### src/pkg/hub_cfg_defines.svh
`ifndef HUB_CFG_DEFINES_SVH
`define HUB_CFG_DEFINES_SVH

// ****************************************
// register offsets
// ****************************************
`define OFS_DEV_CFG      8'h05
`define OFS_CHARGE       8'h06

// ****************************************
// device configuration fields
// ****************************************
`define BIT_STRING_WE    7
`define BIT_SERIAL_WE    6
`define BIT_LPS_DIS      5
`define BIT_FIXED_ONE    4
`define BIT_SHARED       3
`define BIT_REPORT_DIS   2
`define BIT_TMO_OVR      1
`define BIT_FIXED_ZERO   0
`define CHARGE_MSB       3

// ****************************************
// reset and fixed values
// ****************************************
`define RST_STRING_WE    1'b0
`define RST_SERIAL_WE    1'b0
`define RST_LPS_DIS      1'b0
`define RST_TMO_OVR      1'b0
`define TMO_MAX          8'hFF
`define TMO_ZERO         8'h00

`endif

### src/pkg/hub_cfg_pkg.sv
package hub_cfg_pkg;

  // source of a configuration write
  typedef enum logic [1:0] {
    SRC_NONE   = 2'h0,
    SRC_EEPROM = 2'h1,
    SRC_SMBUS  = 2'h2
  } cfg_src_t;

  // one configuration write request
  typedef struct packed {
    logic       wr;
    cfg_src_t   src;
    logic [7:0] addr;
    logic [7:0] data;
  } cfg_req_t;

  // strap capture sequence
  typedef enum logic [1:0] {
    ST_STRAP = 2'b01,
    ST_RUN   = 2'b10
  } strap_st_t;

endpackage

### src/logic/hub_device_config_regs.sv
`include "hub_cfg_defines.svh"

module hub_device_config_regs
  import hub_cfg_pkg::*;
(
  // clock and reset
  input  wire logic       clk_sys,
  input  wire logic       nrst,
  // configuration mode
  input  wire logic       i2c_mode,
  input  wire logic       smbus_mode,
  // register access
  input  wire cfg_req_t   cfg_req,
  input  wire logic [7:0] cfg_rd_addr,
  output logic      [7:0] cfg_rdata_q,
  // strap pins
  input  wire logic       shared_switch_strap_pin,
  input  wire logic       power_report_strap_pin,
  input  wire logic [3:0] port_power_charge_strap,
  // link power management
  input  wire logic       forced_link_pm_accept,
  input  wire logic       upstream_disconnect,
  output logic            u1u2_permit,
  // downstream timeout
  input  wire logic       sw_timeout_wr,
  input  wire logic [7:0] sw_timeout,
  output logic      [7:0] link_timeout_q,
  // port power and charging
  input  wire logic [3:0] port_power_req,
  output logic      [3:0] port_power_charge_pins,
  output logic      [3:0] charge_port_enable,
  output logic            power_report_disable,
  // write gates for other banks
  output logic            string_write_enable,
  output logic            serial_number_write_enable
);

  // ****************************************
  // state
  // ****************************************
  strap_st_t  st_q;
  logic       lps_dis_q;
  logic       shared_q;
  logic       report_dis_q;
  logic       tmo_ovr_q;
  logic       string_we_q;
  logic       serial_we_q;
  logic [3:0] charge_q;
  logic       forced_seen_q;
  logic [3:0] pins_d;
  logic [7:0] dev_rd;
  logic [7:0] chg_rd;
  logic       src_ok;
  logic       wr_ok;
  logic       wr_dev;
  logic       wr_chg;

  // ****************************************
  // write qualification
  // ****************************************
  // source by mode
  // eeprom only in i2c mode, host only in smbus mode
  assign src_ok = (i2c_mode && cfg_req.src == SRC_EEPROM) ||
                  (smbus_mode && cfg_req.src == SRC_SMBUS);

  // writes before straps settle would race the capture
  assign wr_ok  = cfg_req.wr && src_ok && (st_q == ST_RUN);
  assign wr_dev = wr_ok && (cfg_req.addr == `OFS_DEV_CFG);
  assign wr_chg = wr_ok && (cfg_req.addr == `OFS_CHARGE);

  // ****************************************
  // strap capture sequence
  // ****************************************
  always_ff @(posedge clk_sys or negedge nrst) begin
    if (!nrst) begin
      st_q <= ST_STRAP;
    end else begin
      case (st_q)
        ST_STRAP: st_q <= ST_RUN;
        ST_RUN:   st_q <= ST_RUN;
        default:  st_q <= ST_STRAP;
      endcase
    end
  end

  // ****************************************
  // device configuration register
  // ****************************************
  always_ff @(posedge clk_sys or negedge nrst) begin
    if (!nrst) begin
      string_we_q <= `RST_STRING_WE;
      serial_we_q <= `RST_SERIAL_WE;
      lps_dis_q   <= `RST_LPS_DIS;
      tmo_ovr_q   <= `RST_TMO_OVR;
    end else if (wr_dev) begin
      string_we_q <= cfg_req.data[`BIT_STRING_WE];
      serial_we_q <= cfg_req.data[`BIT_SERIAL_WE];
      lps_dis_q   <= cfg_req.data[`BIT_LPS_DIS];
      tmo_ovr_q   <= cfg_req.data[`BIT_TMO_OVR];
    end
  end

  // pin levels are sampled by the clock, never by the reset
  always_ff @(posedge clk_sys or negedge nrst) begin
    if (!nrst) begin
      shared_q     <= 1'b0;
      report_dis_q <= 1'b0;
    end else if (st_q == ST_STRAP) begin
      shared_q     <= shared_switch_strap_pin;
      report_dis_q <= power_report_strap_pin;
    end else if (wr_dev) begin
      shared_q     <= cfg_req.data[`BIT_SHARED];
      report_dis_q <= cfg_req.data[`BIT_REPORT_DIS];
    end
  end

  // ****************************************
  // charging support register
  // ****************************************
  always_ff @(posedge clk_sys or negedge nrst) begin
    if (!nrst) begin
      charge_q <= 4'h0;
    end else if (st_q == ST_STRAP) begin
      charge_q <= port_power_charge_strap;
    end else if (wr_chg) begin
      charge_q <= cfg_req.data[`CHARGE_MSB:0];
    end
  end

  assign charge_port_enable = charge_q;

  // ****************************************
  // read path
  // ****************************************
  always_comb begin
    dev_rd                  = 8'h00;
    dev_rd[`BIT_STRING_WE]  = string_we_q;
    dev_rd[`BIT_SERIAL_WE]  = serial_we_q;
    dev_rd[`BIT_LPS_DIS]    = lps_dis_q;
    dev_rd[`BIT_FIXED_ONE]  = 1'b1;
    dev_rd[`BIT_SHARED]     = shared_q;
    dev_rd[`BIT_REPORT_DIS] = report_dis_q;
    dev_rd[`BIT_TMO_OVR]    = tmo_ovr_q;
    dev_rd[`BIT_FIXED_ZERO] = 1'b0;
  end

  assign chg_rd = {4'h0, charge_q};

  always_ff @(posedge clk_sys or negedge nrst) begin
    if (!nrst) begin
      cfg_rdata_q <= 8'h00;
    end else begin
      case (cfg_rd_addr)
        `OFS_DEV_CFG: cfg_rdata_q <= dev_rd;
        `OFS_CHARGE:  cfg_rdata_q <= chg_rd;
        default:      cfg_rdata_q <= 8'h00;
      endcase
    end
  end

  // ****************************************
  // write gates for string banks
  // ****************************************
  // string and serial number gates
  assign string_write_enable        = string_we_q;
  assign serial_number_write_enable = serial_we_q;

  // ****************************************
  // link power management
  // ****************************************
  // only a power-on reset or upstream disconnect forgets it
  always_ff @(posedge clk_sys or negedge nrst) begin
    if (!nrst) begin
      forced_seen_q <= 1'b0;
    end else if (forced_link_pm_accept) begin
      forced_seen_q <= 1'b1;
    end else if (upstream_disconnect) begin
      forced_seen_q <= 1'b0;
    end
  end

  assign u1u2_permit = !lps_dis_q || forced_seen_q;

  // ****************************************
  // downstream timeout override
  // ****************************************
  always_ff @(posedge clk_sys or negedge nrst) begin
    if (!nrst) begin
      link_timeout_q <= `TMO_ZERO;
    end else if (sw_timeout_wr) begin
      if (tmo_ovr_q && sw_timeout != `TMO_ZERO) begin
        link_timeout_q <= `TMO_MAX;
      end else begin
        link_timeout_q <= sw_timeout;
      end
    end
  end

  // ****************************************
  // power control pins
  // ****************************************
  // with reporting off the shared pins carry charge enables
  always_comb begin
    pins_d = charge_q;
    if (!report_dis_q) begin
      if (shared_q) begin
        pins_d = {3'b000, |port_power_req};
      end else begin
        pins_d = port_power_req;
      end
    end
  end

  always_ff @(posedge clk_sys or negedge nrst) begin
    if (!nrst) begin
      port_power_charge_pins <= 4'h0;
    end else if (st_q == ST_STRAP) begin
      port_power_charge_pins <= 4'h0;
    end else begin
      port_power_charge_pins <= pins_d;
    end
  end

  assign power_report_disable = report_dis_q;
endmodule

### config.mk
export PLATFORM = sky130hd
export DESIGN_NAME = hub_device_config_regs
export DESIGN_NICKNAME = d
export VERILOG_FILES = /design/src/pkg/hub_cfg_pkg.sv /design/src/logic/hub_device_config_regs.sv
export VERILOG_INCLUDE_DIRS = /design/src /design/src/pkg
export SDC_FILE = /design/constraint.sdc
export NUM_CORES = 1
export LEC_CHECK = 0
export ABC_AREA = 1
export BUFFER_PORTS_ARGS = -buffer_cell sky130_fd_sc_hd__buf_4
export CAP_MARGIN = 25
export CELL_PAD_IN_SITES_DETAIL_PLACEMENT = 1
export CELL_PAD_IN_SITES_GLOBAL_PLACEMENT = 2
export CORE_ASPECT_RATIO = 1.2
export CORE_UTILIZATION = 24
export DETAILED_ROUTE_END_ITERATION = 12
export PLACE_DENSITY_LB_ADDON = 0.1
export SYNTH_ARGS = -nofsm -noshare
export SYNTH_HDL_FRONTEND = slang
export SYNTH_SLANG_ARGS = --single-unit
### constraint.sdc
create_clock -name clk_sys -period 1.8 [get_ports clk_sys]
set_clock_uncertainty 0.2 [all_clocks]
set_input_delay 0.09 -clock clk_sys [delete_from_list [all_inputs] [get_ports clk_sys]]
set_output_delay 0.09 -clock clk_sys [all_outputs]
set_load 0.03 [all_outputs]
==> impl_metrics.yaml, run 1 <==
timing:
  setup_tns_ns: 0
  setup_ws_ns: 0.230
  drv_slew: 0
  max_freq_ghz: 0.637
  setup-violations-final: 0
  holdWs_ns: 0.000674
  final-hold-violation-count: 0
  maxSlewHeadroom: 0.729
  period_share: 0.872
  rsz0062_at_grt: "no"
  worstMarginPinSlew_ns: 0.406
  min_period_ns: 1.57
grt:
  grt_overflow: 0
  grt_pass1_vias: 1676
  antenna_found_initial: 0
  grt_max_degree: 34
  grt_pass1_wl_um: 7010
  grt_use_total: 0.134
power_and_ir_drop:
  leakage_nw: 1.37
  ir_drop_mv: 0.266
  total_power_w: 0.00188
  p_per_area_mw_per_mm2: 712
layout:
  area_delta_synth_final_pct: 69.9
  drive_gt1_frac: 0.352
  nets: 354
  diodes: 0
  final_common_cell: "buf_4"
  mostFrequentLayoutCells: "buf_4, nand2_1, nor2_1"
  fin_cells: 383
yosys:
  synth_edf_count: 0
  ys_async_sr_fraction: 1.00
  synth_area_sq_mm: 0.00155
  postSynthNetCount: 242
  syn_inst: 188
  ys_types: 24
  synth-seq-cells: 33
  seq_area_frac_synth: 0.533
  synth.avg_cell_area_sq_um: 8.25
  yosysWarnings: 0
  synth_flop_cell: "dfrtp_1"
outcome:
  status: "completed"
clocking:
  cts_resized: 0
  numCtsBuffers: 5
  root_buffer: "clkbuf_8"
  worstSkewPairLatency_ns: 0.29
  cts_tree: "yes"
  htreeDepth: 2
  clk_transition_reported_paths_ns: 0.06
  clockBufferDepth: 2
  clock-sinks: 33
floorplanning:
  die_h_um: 90.1
  ioPinCount: 80
  rows: 31
  dieArea_sq_mm: 0.00679
  core-area_sq_mm: 0.00613
  start_util: 0.253
  die_width_um: 75.4
placed_design:
  dp_hpwl_um: 3240
  numPortBuffers: 78
  place_congestion: 0.677
  placedCellCount: 346
  place_ws_ns: 0.218
setup_path:
  crit_path_frequent_cell: "nand2_1"
  cp-end-kind: "flop"
  path_class: "reg2reg"
  slowest_delay_ns: 0.53
  critPathRequiredTime_ns: 1.77
  worst-path-buf-inv: 2
  cp.arrival_ns: 1.54
  r2r-end: "charge_port_enable[1]"
  start_kind: "flop"
  reg2reg_depth: 10
  slowest_stage: "dfstp_2"
  timing.rr.start: "st_q[0]"
  crit_fanout: 5
  cp_top_family: "flip-flops"
  regToRegSetupSlack_ns: 0.23
  path_cells: "inv_1 -> ha_1 -> nand2_1 -> inv_1 -> nand2_2 -> nor2_4 -> nand2_4 -> nand2_4 -> nand2_1 -> nand2_1"
worst_hold_path:
  hold_class: "in2reg"
  hold_start: "cfg_rd_addr[4]"
  hold_depth: 6
  hold-path-endpoint: "cfg_rdata_q[1]"
drt:
  via_per_inst: 4.10
  vias: 1569
  ant_nets: 0
  dr.pass1.iters: 2
  post_drt_wl_per_cell_um: 10.9
  finalWirelength_um: 4180
  route.detailed.drc: 0
  drtIter0Drc: 38
flow_run:
  drv_cap: 0
routing by layer:
| metal | vias to the layer above | wire, um | track usage | part of all wire |
|---|---|---|---|---|
| met5 | - | 0 | 0 | 0 |
| met4 | 0 | 51 | 0.0370 | 0.012 |
| met3 | 6 | 236 | 0.0370 | 0.056 |
| met2 | 49 | 2250 | 0.255 | 0.54 |
| met1 | 704 | 1640 | 0.134 | 0.39 |
| li1 | 810 | - | - | - |
repair_timing:
| item | in CTS | in global routing |
|---|---|---|
| hold buffers | 29 | 0 |
| buffers inserted | 0 | 0 |
| hold endpoints to repair | 56 | 0 |
cells by family after synthesis:
family	Yosys count	share of synthesized area
and+or+nand+nor	105	0.300
DFF	33	0.533
buffers and inverters	25	0.0661
AOI/OAI and AO/OA	23	0.0847
adders and majority gates	2	0.0161
cell type report:
cell class / count / area (sq um)
inverters: 22 / 85.1
flip-flops and latches: 33 / 827
fillers: 754 / 3490
well taps: 82 / 103
clock buffers: 7 / 86.3
repair buffers: 108 / 883
clock inverters: 1 / 30.0
multi-input cells: 130 / 622
synth_stat cells, types with 2 or more instances:
cell	number	area, sq um
inv_1	14	52.6
buf_2	2	10.0
dfrtp_1	32	801
o21ai_1	7	35.0
ha_1	2	25.0
nand3_1	12	60.1
nand2_1	46	173
a21oi_1	12	60.1
nor2_4	2	22.5
nand2_2	3	18.8
nor2_2	2	12.5
inv_2	7	26.3
nor2_1	34	128
nand2_4	3	33.8
worst min-delay path, cell delays in order:
cell	delay (ns)
buf_4	0.08
nor2_1	0.03
nand2_1	0.08
inv_2	0.06
nand3_1	0.07
nand2_1	0.05
through the flow:
| stage | cell area (sq um) | util |
|---|---|---|
| after floorplan | 1550 | - |
| after global placement | 2230 | 0.364 |
| after detailed placement | 2230 | 0.364 |
| after CTS | 2640 | 0.430 |
| after global routing | 2640 | 0.430 |
| final | 2640 | 0.430 |
how the worst max path moves through the flow:
| stage | start | endpoint | slack [ns] | depth (start not counted) |
|---|---|---|---|---|
| after floorplan | st_q[0] | power_report_disable | 0.33 | 10 |
| after global placement | st_q[0] | shared_q | 0.25 | 10 |
| after detailed placement | st_q[0] | charge_port_enable[1] | 0.22 | 10 |
| final | st_q[0] | charge_port_enable[1] | 0.23 | 10 |
| after CTS | st_q[0] | charge_port_enable[1] | 0.21 | 10 |
| after global routing | st_q[0] | power_report_disable | 0.11 | 10 |
sequential cells by signal, indices dropped and copies added (netlist names):
| signal | cells |
|---|---|
| cfg_rdata_q | 8 |
| charge_port_enable | 4 |
| forced_seen_q | 1 |
| link_timeout_q | 8 |
| lps_dis_q | 1 |
| port_power_charge_pins | 4 |
| power_report_disable | 1 |
| serial_number_write_enable | 1 |
| shared_q | 1 |
| st_q | 2 |
| string_write_enable | 1 |
| tmo_ovr_q | 1 |
where the power goes:
part / leakage (nW) / switching [W] / internal, W
clock network: 0.0585 / 0.000268 / 0.000451
registers: 0.403 / 0.0000221 / 0.000777
logic: 0.910 / 0.000175 / 0.000183
Power figures use the tool's default switching activity.
==> run 2: changes to the inputs <==
--- a/config.mk
+++ b/config.mk
@@ -12,7 +12,7 @@
 export CELL_PAD_IN_SITES_DETAIL_PLACEMENT = 1
 export CELL_PAD_IN_SITES_GLOBAL_PLACEMENT = 2
 export CORE_ASPECT_RATIO = 1.2
-export CORE_UTILIZATION = 24
+export CORE_UTILIZATION = 26
 export DETAILED_ROUTE_END_ITERATION = 12
 export PLACE_DENSITY_LB_ADDON = 0.1
 export SYNTH_ARGS = -nofsm -noshare
==> constraint.sdc (replaced) <==
create_clock -name clk_sys -period 1.85 [get_ports clk_sys]
set_clock_uncertainty 0.2 [all_clocks]
set_input_delay 0.0925 -clock clk_sys [delete_from_list [all_inputs] [get_ports clk_sys]]
set_output_delay 0.0925 -clock clk_sys [all_outputs]
set_load 0.03 [all_outputs]
==> run 2 against run 1 <==
Compared with the run above:
- power decreased by 11%
- first-iteration DRC count increased by 7.9%
- the run now ends with negative hold slack left
- hold slack got worse by 0.0024 ns
- core utilization increased by 3.1 points
==> impl_metrics.yaml, run 2 (synthesis gave the netlist of run 1 again) <==
worst_hold_path:
  hold-path-endpoint: "cfg_rdata_q[1]"
  hold_depth: 6
  hold_start: "cfg_rd_addr[6]"
  hold_class: "in2reg"
timing:
  maxSlewHeadroom: 0.719
  drv_slew: 0
  min_period_ns: 1.68
  final-hold-violation-count: 1
  holdWs_ns: -0.00170
  rsz0062_at_grt: "no"
  max_freq_ghz: 0.595
  period_share: 0.909
  setup_tns_ns: 0
  setup-violations-final: 0
  worstMarginPinSlew_ns: 0.422
clocking:
  root_buffer: "clkbuf_8"
  worstSkewPairLatency_ns: 0.28
  htreeDepth: 2
  numCtsBuffers: 5
  cts_tree: "yes"
  clk_transition_reported_paths_ns: 0.06
  clock-sinks: 33
  post_cts_buffers: 0
  clockBufferDepth: 2
power_and_ir_drop:
  leakage_nw: 1.37
  ir_drop_mv: 0.266
  p_per_area_mw_per_mm2: 635
setup_path:
  timing.rr.start: "st_q[0]"
  critPathRequiredTime_ns: 1.86
  startpoint: "cfg_rd_addr[5]"
  start_kind: "input pin"
  cp_top_family: "buffers and inverters"
  path_class: "in2reg"
  slowest_delay_ns: 0.55
  cp.arrival_ns: 1.69
  reg2reg_depth: 10
  regToRegSetupSlack_ns: 0.23
  crit_fanout: 5
  path_cells: "dlygate4sd3_1 -> buf_4 -> nor2_1 -> nand2_1 -> inv_2 -> dlygate4sd3_1 -> and3_1"
  slowest_stage: "dlygate4sd3_1"
  r2r-end: "power_report_disable"
  worst-path-buf-inv: 4
  cp-end-kind: "flop"
  crit_path_frequent_cell: "dlygate4sd3_1"
floorplanning:
  dieArea_sq_mm: 0.00628
  start_util: 0.272
  die_width_um: 72.5
  ioPinCount: 80
  rows: 30
  die_h_um: 86.6
  core-area_sq_mm: 0.00571
drt:
  ant_nets: 0
  dr.pass1.iters: 4
  finalWirelength_um: 4380
  vias: 1609
  route.detailed.drc: 0
  drtIter0Drc: 41
  post_drt_wl_per_cell_um: 11.4
  via_per_inst: 4.20
placed_design:
  dp_hpwl_um: 3090
  placed_area_sq_mm: 0.00223
  numPortBuffers: 78
  place_congestion: 0.722
grt:
  grt_pass1_vias: 1580
  antenna_found_initial: 0
  grt_max_degree: 34
  grt_overflow: 0
  grt_pass1_wl_um: 7040
  grt_use_total: 0.149
layout:
  area_delta_synth_final_pct: 69.8
  largestRegisters: "cfg_rdata_q (8), link_timeout_q (8)"
  final_common_cell: "buf_4"
  fillers: 702
  design_area_sq_mm: 0.00263
  mostFrequentLayoutCells: "buf_4, nand2_1, nor2_1"
  nets: 357
  diodes: 0
  drive_gt1_frac: 0.347
outcome:
  status: "finished with violations"
  violations: "negative hold slack"
flow_run:
  drv_cap: 0
[run 2: cell types whose count changed in the layout (fill, tap and decap cells not counted), sizes merged]
cell,change
bufinv,-1
dlygate4sd3,+3
[run 2: worst register-to-register path, cell delays in order, from the launching register on]
cell and delay (ns):
dfstp_2 0.53, inv_1 0.05, ha_1 0.20, nand2_1 0.07, inv_1 0.05, nand2_2 0.08, nor2_4 0.06, nand2_4 0.11
nand2_2 0.06, nand2_1 0.06, nand2_1 0.05
[run 2: final cells by class]
class	instances	area, sq um	area share
Tap cell	80	100	0.0380
Inverter	22	85.1	0.0323
Timing Repair Buffer	111	913	0.347
Sequential cell	33	827	0.314
Clock buffer	7	86.3	0.0328
Multi-Input combinational cell	130	622	0.236
[run 2: metal layers]
metal  GRT usage  vias up  wire (um)
met5           0        -          0
li1            -      813          -
met1       0.169      740       1860
met4      0.0588        0         49
met2       0.260       52       2270
met3      0.0442        4        198
[run 2: where the power goes]
group	switching (W)	internal (W)
combinational	0.000172	0.000182
clock	0.000244	0.000295
sequential	0.0000234	0.000756
total	0.000440	0.00123
[run 2: stage by stage]
stage	hold WS [ns]	total power, W	worst slack [ns]	utilization	std cells
floorplan	-0.403	0.000926	0.376	-	188
global placement	-0.130	0.00109	0.294	0.390	344
detailed placement	-0.132	0.00110	0.233	0.390	344
CTS	0.0197	0.00170	0.0903	0.463	384
global route	0.0249	0.00176	0.0921	0.462	383
finish	-0.00170	0.00167	0.168	0.462	383
[run 2: what timing repair did]
action,4_1_cts,5_1_grt
setup endpoints to repair,0,1
hold endpoints to repair,59,0
hold buffers,33,0
gates resized for setup,0,0
[run 2: worst max-delay path by stage]
stage / slack [ns] / cells past startpoint / to
floorplan: 0.38 / 10 / power_report_disable
global placement: 0.29 / 10 / power_report_disable
detailed placement: 0.23 / 10 / power_report_disable
CTS: 0.09 / 8 / cfg_rdata_q[2]
global route: 0.09 / 7 / cfg_rdata_q[0]
finish: 0.17 / 7 / cfg_rdata_q[0]
==> run 3: changes to the inputs <==
--- a/config.mk
+++ b/config.mk
@@ -6,13 +6,13 @@
 export SDC_FILE = /design/constraint.sdc
 export NUM_CORES = 1
 export LEC_CHECK = 0
-export ABC_AREA = 1
+export ABC_CLOCK_PERIOD_IN_PS = 1850
 export BUFFER_PORTS_ARGS = -buffer_cell sky130_fd_sc_hd__buf_4
 export CAP_MARGIN = 25
 export CELL_PAD_IN_SITES_DETAIL_PLACEMENT = 1
 export CELL_PAD_IN_SITES_GLOBAL_PLACEMENT = 2
 export CORE_ASPECT_RATIO = 1.2
-export CORE_UTILIZATION = 26
+export CORE_UTILIZATION = 28
 export DETAILED_ROUTE_END_ITERATION = 12
 export PLACE_DENSITY_LB_ADDON = 0.1
 export SYNTH_ARGS = -nofsm -noshare
==> run 3 against run 2 <==
Compared with the run above:
- the run ends with design-rule violations, negative setup slack left
- fmax decreased by 18%
- worst setup slack got worse by 0.36 ns
- largest cell class unchanged
- critical path depth decreased by 1
- largest power group unchanged
==> impl_metrics.yaml, run 3 <==
outcome:
  status: "finished with violations"
  violations: "design-rule violations, negative setup slack"
layout:
  nets: 318
  diodes: 0
  fin_cells: 327
  design_area_sq_mm: 0.00274
  largestRegisters: "cfg_rdata_q (8), link_timeout_q (8)"
  mostFrequentLayoutCells: "buf_4, dfrtp_1, dlygate4sd3_1"
  area_delta_synth_final_pct: 71.7
  drive_gt1_frac: 0.404
  final_common_cell: "buf_4"
  final_util: 0.507
floorplanning:
  core-area_sq_mm: 0.00541
  dieArea_sq_mm: 0.00601
  rows: 29
  die_h_um: 84.8
  ioPinCount: 80
  start_util: 0.296
  die_width_um: 71.0
placed_design:
  placedCellCount: 288
  dp_hpwl_um: 3760
  numPortBuffers: 78
  placed_area_sq_mm: 0.00229
  place_congestion: 0.846
grt:
  grt_overflow: 0
  grt_pass1_wl_um: 7900
  grt_use_total: 0.173
  grt_max_degree: 34
  grt_pass1_vias: 1687
  antenna_found_initial: 0
yosys:
  ys_top_cells_by_area: "dfrtp_1, nor4bb_1, inv_1"
  yosysTopAreaCell: "dfrtp_1"
  seq_area_frac_synth: 0.518
  synth_flop_cell: "dfrtp_1"
  synth_area_sq_mm: 0.00160
  synth.avg_cell_area_sq_um: 10.8
  yosys-top-cells-count: "dfrtp_1, inv_1, nor2_1, a31oi_1"
  postSynthNetCount: 202
  ys_types: 33
  synth-seq-cells: 33
  synth_top_area_frac: 0.501
  ys_async_sr_fraction: 1.00
  syn_inst: 148
  yosysWarnings: 0
  synth_edf_count: 0
  yosysMostFrequentCell: "dfrtp_1"
power_and_ir_drop:
  p_per_area_mw_per_mm2: 631
  leakage_nw: 1.30
  total_power_w: 0.00173
  ir_drop_mv: 0.327
setup_path:
  cp.arrival_ns: 2.01
  critPathRequiredTime_ns: 1.82
  cp-end-kind: "flop"
  path_class: "reg2reg"
  start_kind: "flop"
  crit_fanout: 5
timing:
  setup_tns_ns: -1.27
  max_freq_ghz: 0.490
  setup_ws_ns: -0.190
  min_period_ns: 2.04
  final-hold-violation-count: 0
  drv_slew: 0
  worstMarginPinSlew_ns: 0.591
  setup-violations-final: 10
  period_share: 1.10
  rsz0062_at_grt: "yes"
  maxSlewHeadroom: 0.600
worst_hold_path:
  hold_class: "in2reg"
clocking:
  cts_tree: "yes"
  clk_transition_reported_paths_ns: 0.07
  root_buffer: "clkbuf_8"
  worstSkewPairLatency_ns: 0.28
  numCtsBuffers: 5
  htreeDepth: 2
  clock-sinks: 33
  clockBufferDepth: 2
flow_run:
  drv_cap: 0
drt:
  finalWirelength_um: 5010
  drtIter0Drc: 36
  dr.pass1.iters: 10
  route.detailed.drc: 5
  vias: 1608
  via_per_inst: 4.92
  ant_nets: 0
  post_drt_wl_per_cell_um: 15.3
-- run 3: routing by layer --
| metal | up-vias | global-route usage | wire length [um] |
|---|---|---|---|
| li1 | 773 | - | - |
| met3 | 7 | 0.0300 | 235 |
| met2 | 61 | 0.343 | 2720 |
| met1 | 767 | 0.180 | 1990 |
| met4 | 0 | 0.0545 | 61 |
| met5 | - | 0 | 0 |
-- run 3: metrics by stage --
step                hold WS [ns]  worst slack [ns]
finish                   0.00638            -0.190
global placement          -0.147            -0.201
CTS                     0.000909            -0.200
global route              0.0195            -0.233
floorplan                 -0.403            -0.202
detailed placement        -0.137            -0.206
-- run 3: power by group --
part | switching (W) | internal, W
sequential | 0.0000250 | 0.000753
combinational | 0.000168 | 0.000187
clock | 0.000262 | 0.000336
-- run 3: logic make-up (layout without fill, tap and decap cells) --
| kind of cell | count (synthesis) | count (layout) | synth area share |
|---|---|---|---|
| flops | 33 | 33 | 0.518 |
| buf+inv | 25 | 142 | 0.0587 |
| compound gates | 32 | 32 | 0.168 |
| simple gates | 52 | 52 | 0.202 |
| mux | 4 | 4 | 0.0376 |
| fa+ha+maj | 2 | 2 | 0.0157 |
-- run 3: worst paths after layout --
check                                     from                     to  slack (ns)  cells past startpoint
max                                    st_q[0]              lps_dis_q       -0.19                      6
min                                cfg_req[11]  charge_port_enable[1]       0.006                      4
max reg2reg                            st_q[0]              lps_dis_q       -0.19                      6
min reg2reg                string_write_enable         cfg_rdata_q[7]        0.35                      1
max in group asynchronous                 nrst                st_q[0]        1.03                      2
min in group asynchronous                 nrst      link_timeout_q[4]        0.09                      2
-- run 3: area by class of cell --
type | count | area (sq um)
multi-input cells | 90 | 716
repair buffers | 116 | 953
well taps | 62 | 77.6
inverters | 18 | 67.6
flip-flops and latches | 33 | 827
fillers | 619 | 2660
clock buffers | 7 | 96.3
clock inverters | 1 | 5.00
-- run 3: what timing repair did --
action / CTS / global route
setup buffers: 0 / 1
hold buffers: 30 / 0
gates cloned: 0 / 0
pin swaps: 0 / 2
resized for setup: 4 / 10
endpoints found under the hold margin: 60 / 0
endpoints found under the setup margin: 10 / 12
-- run 3: critical path, stage by stage (launching register included) --
cell,delay (ns)
dfstp_2,0.38
inv_2,0.06
ha_4,0.13
or4bb_4,0.47
a2111oi_4,0.21
buf_6,0.18
mux2_4,0.30
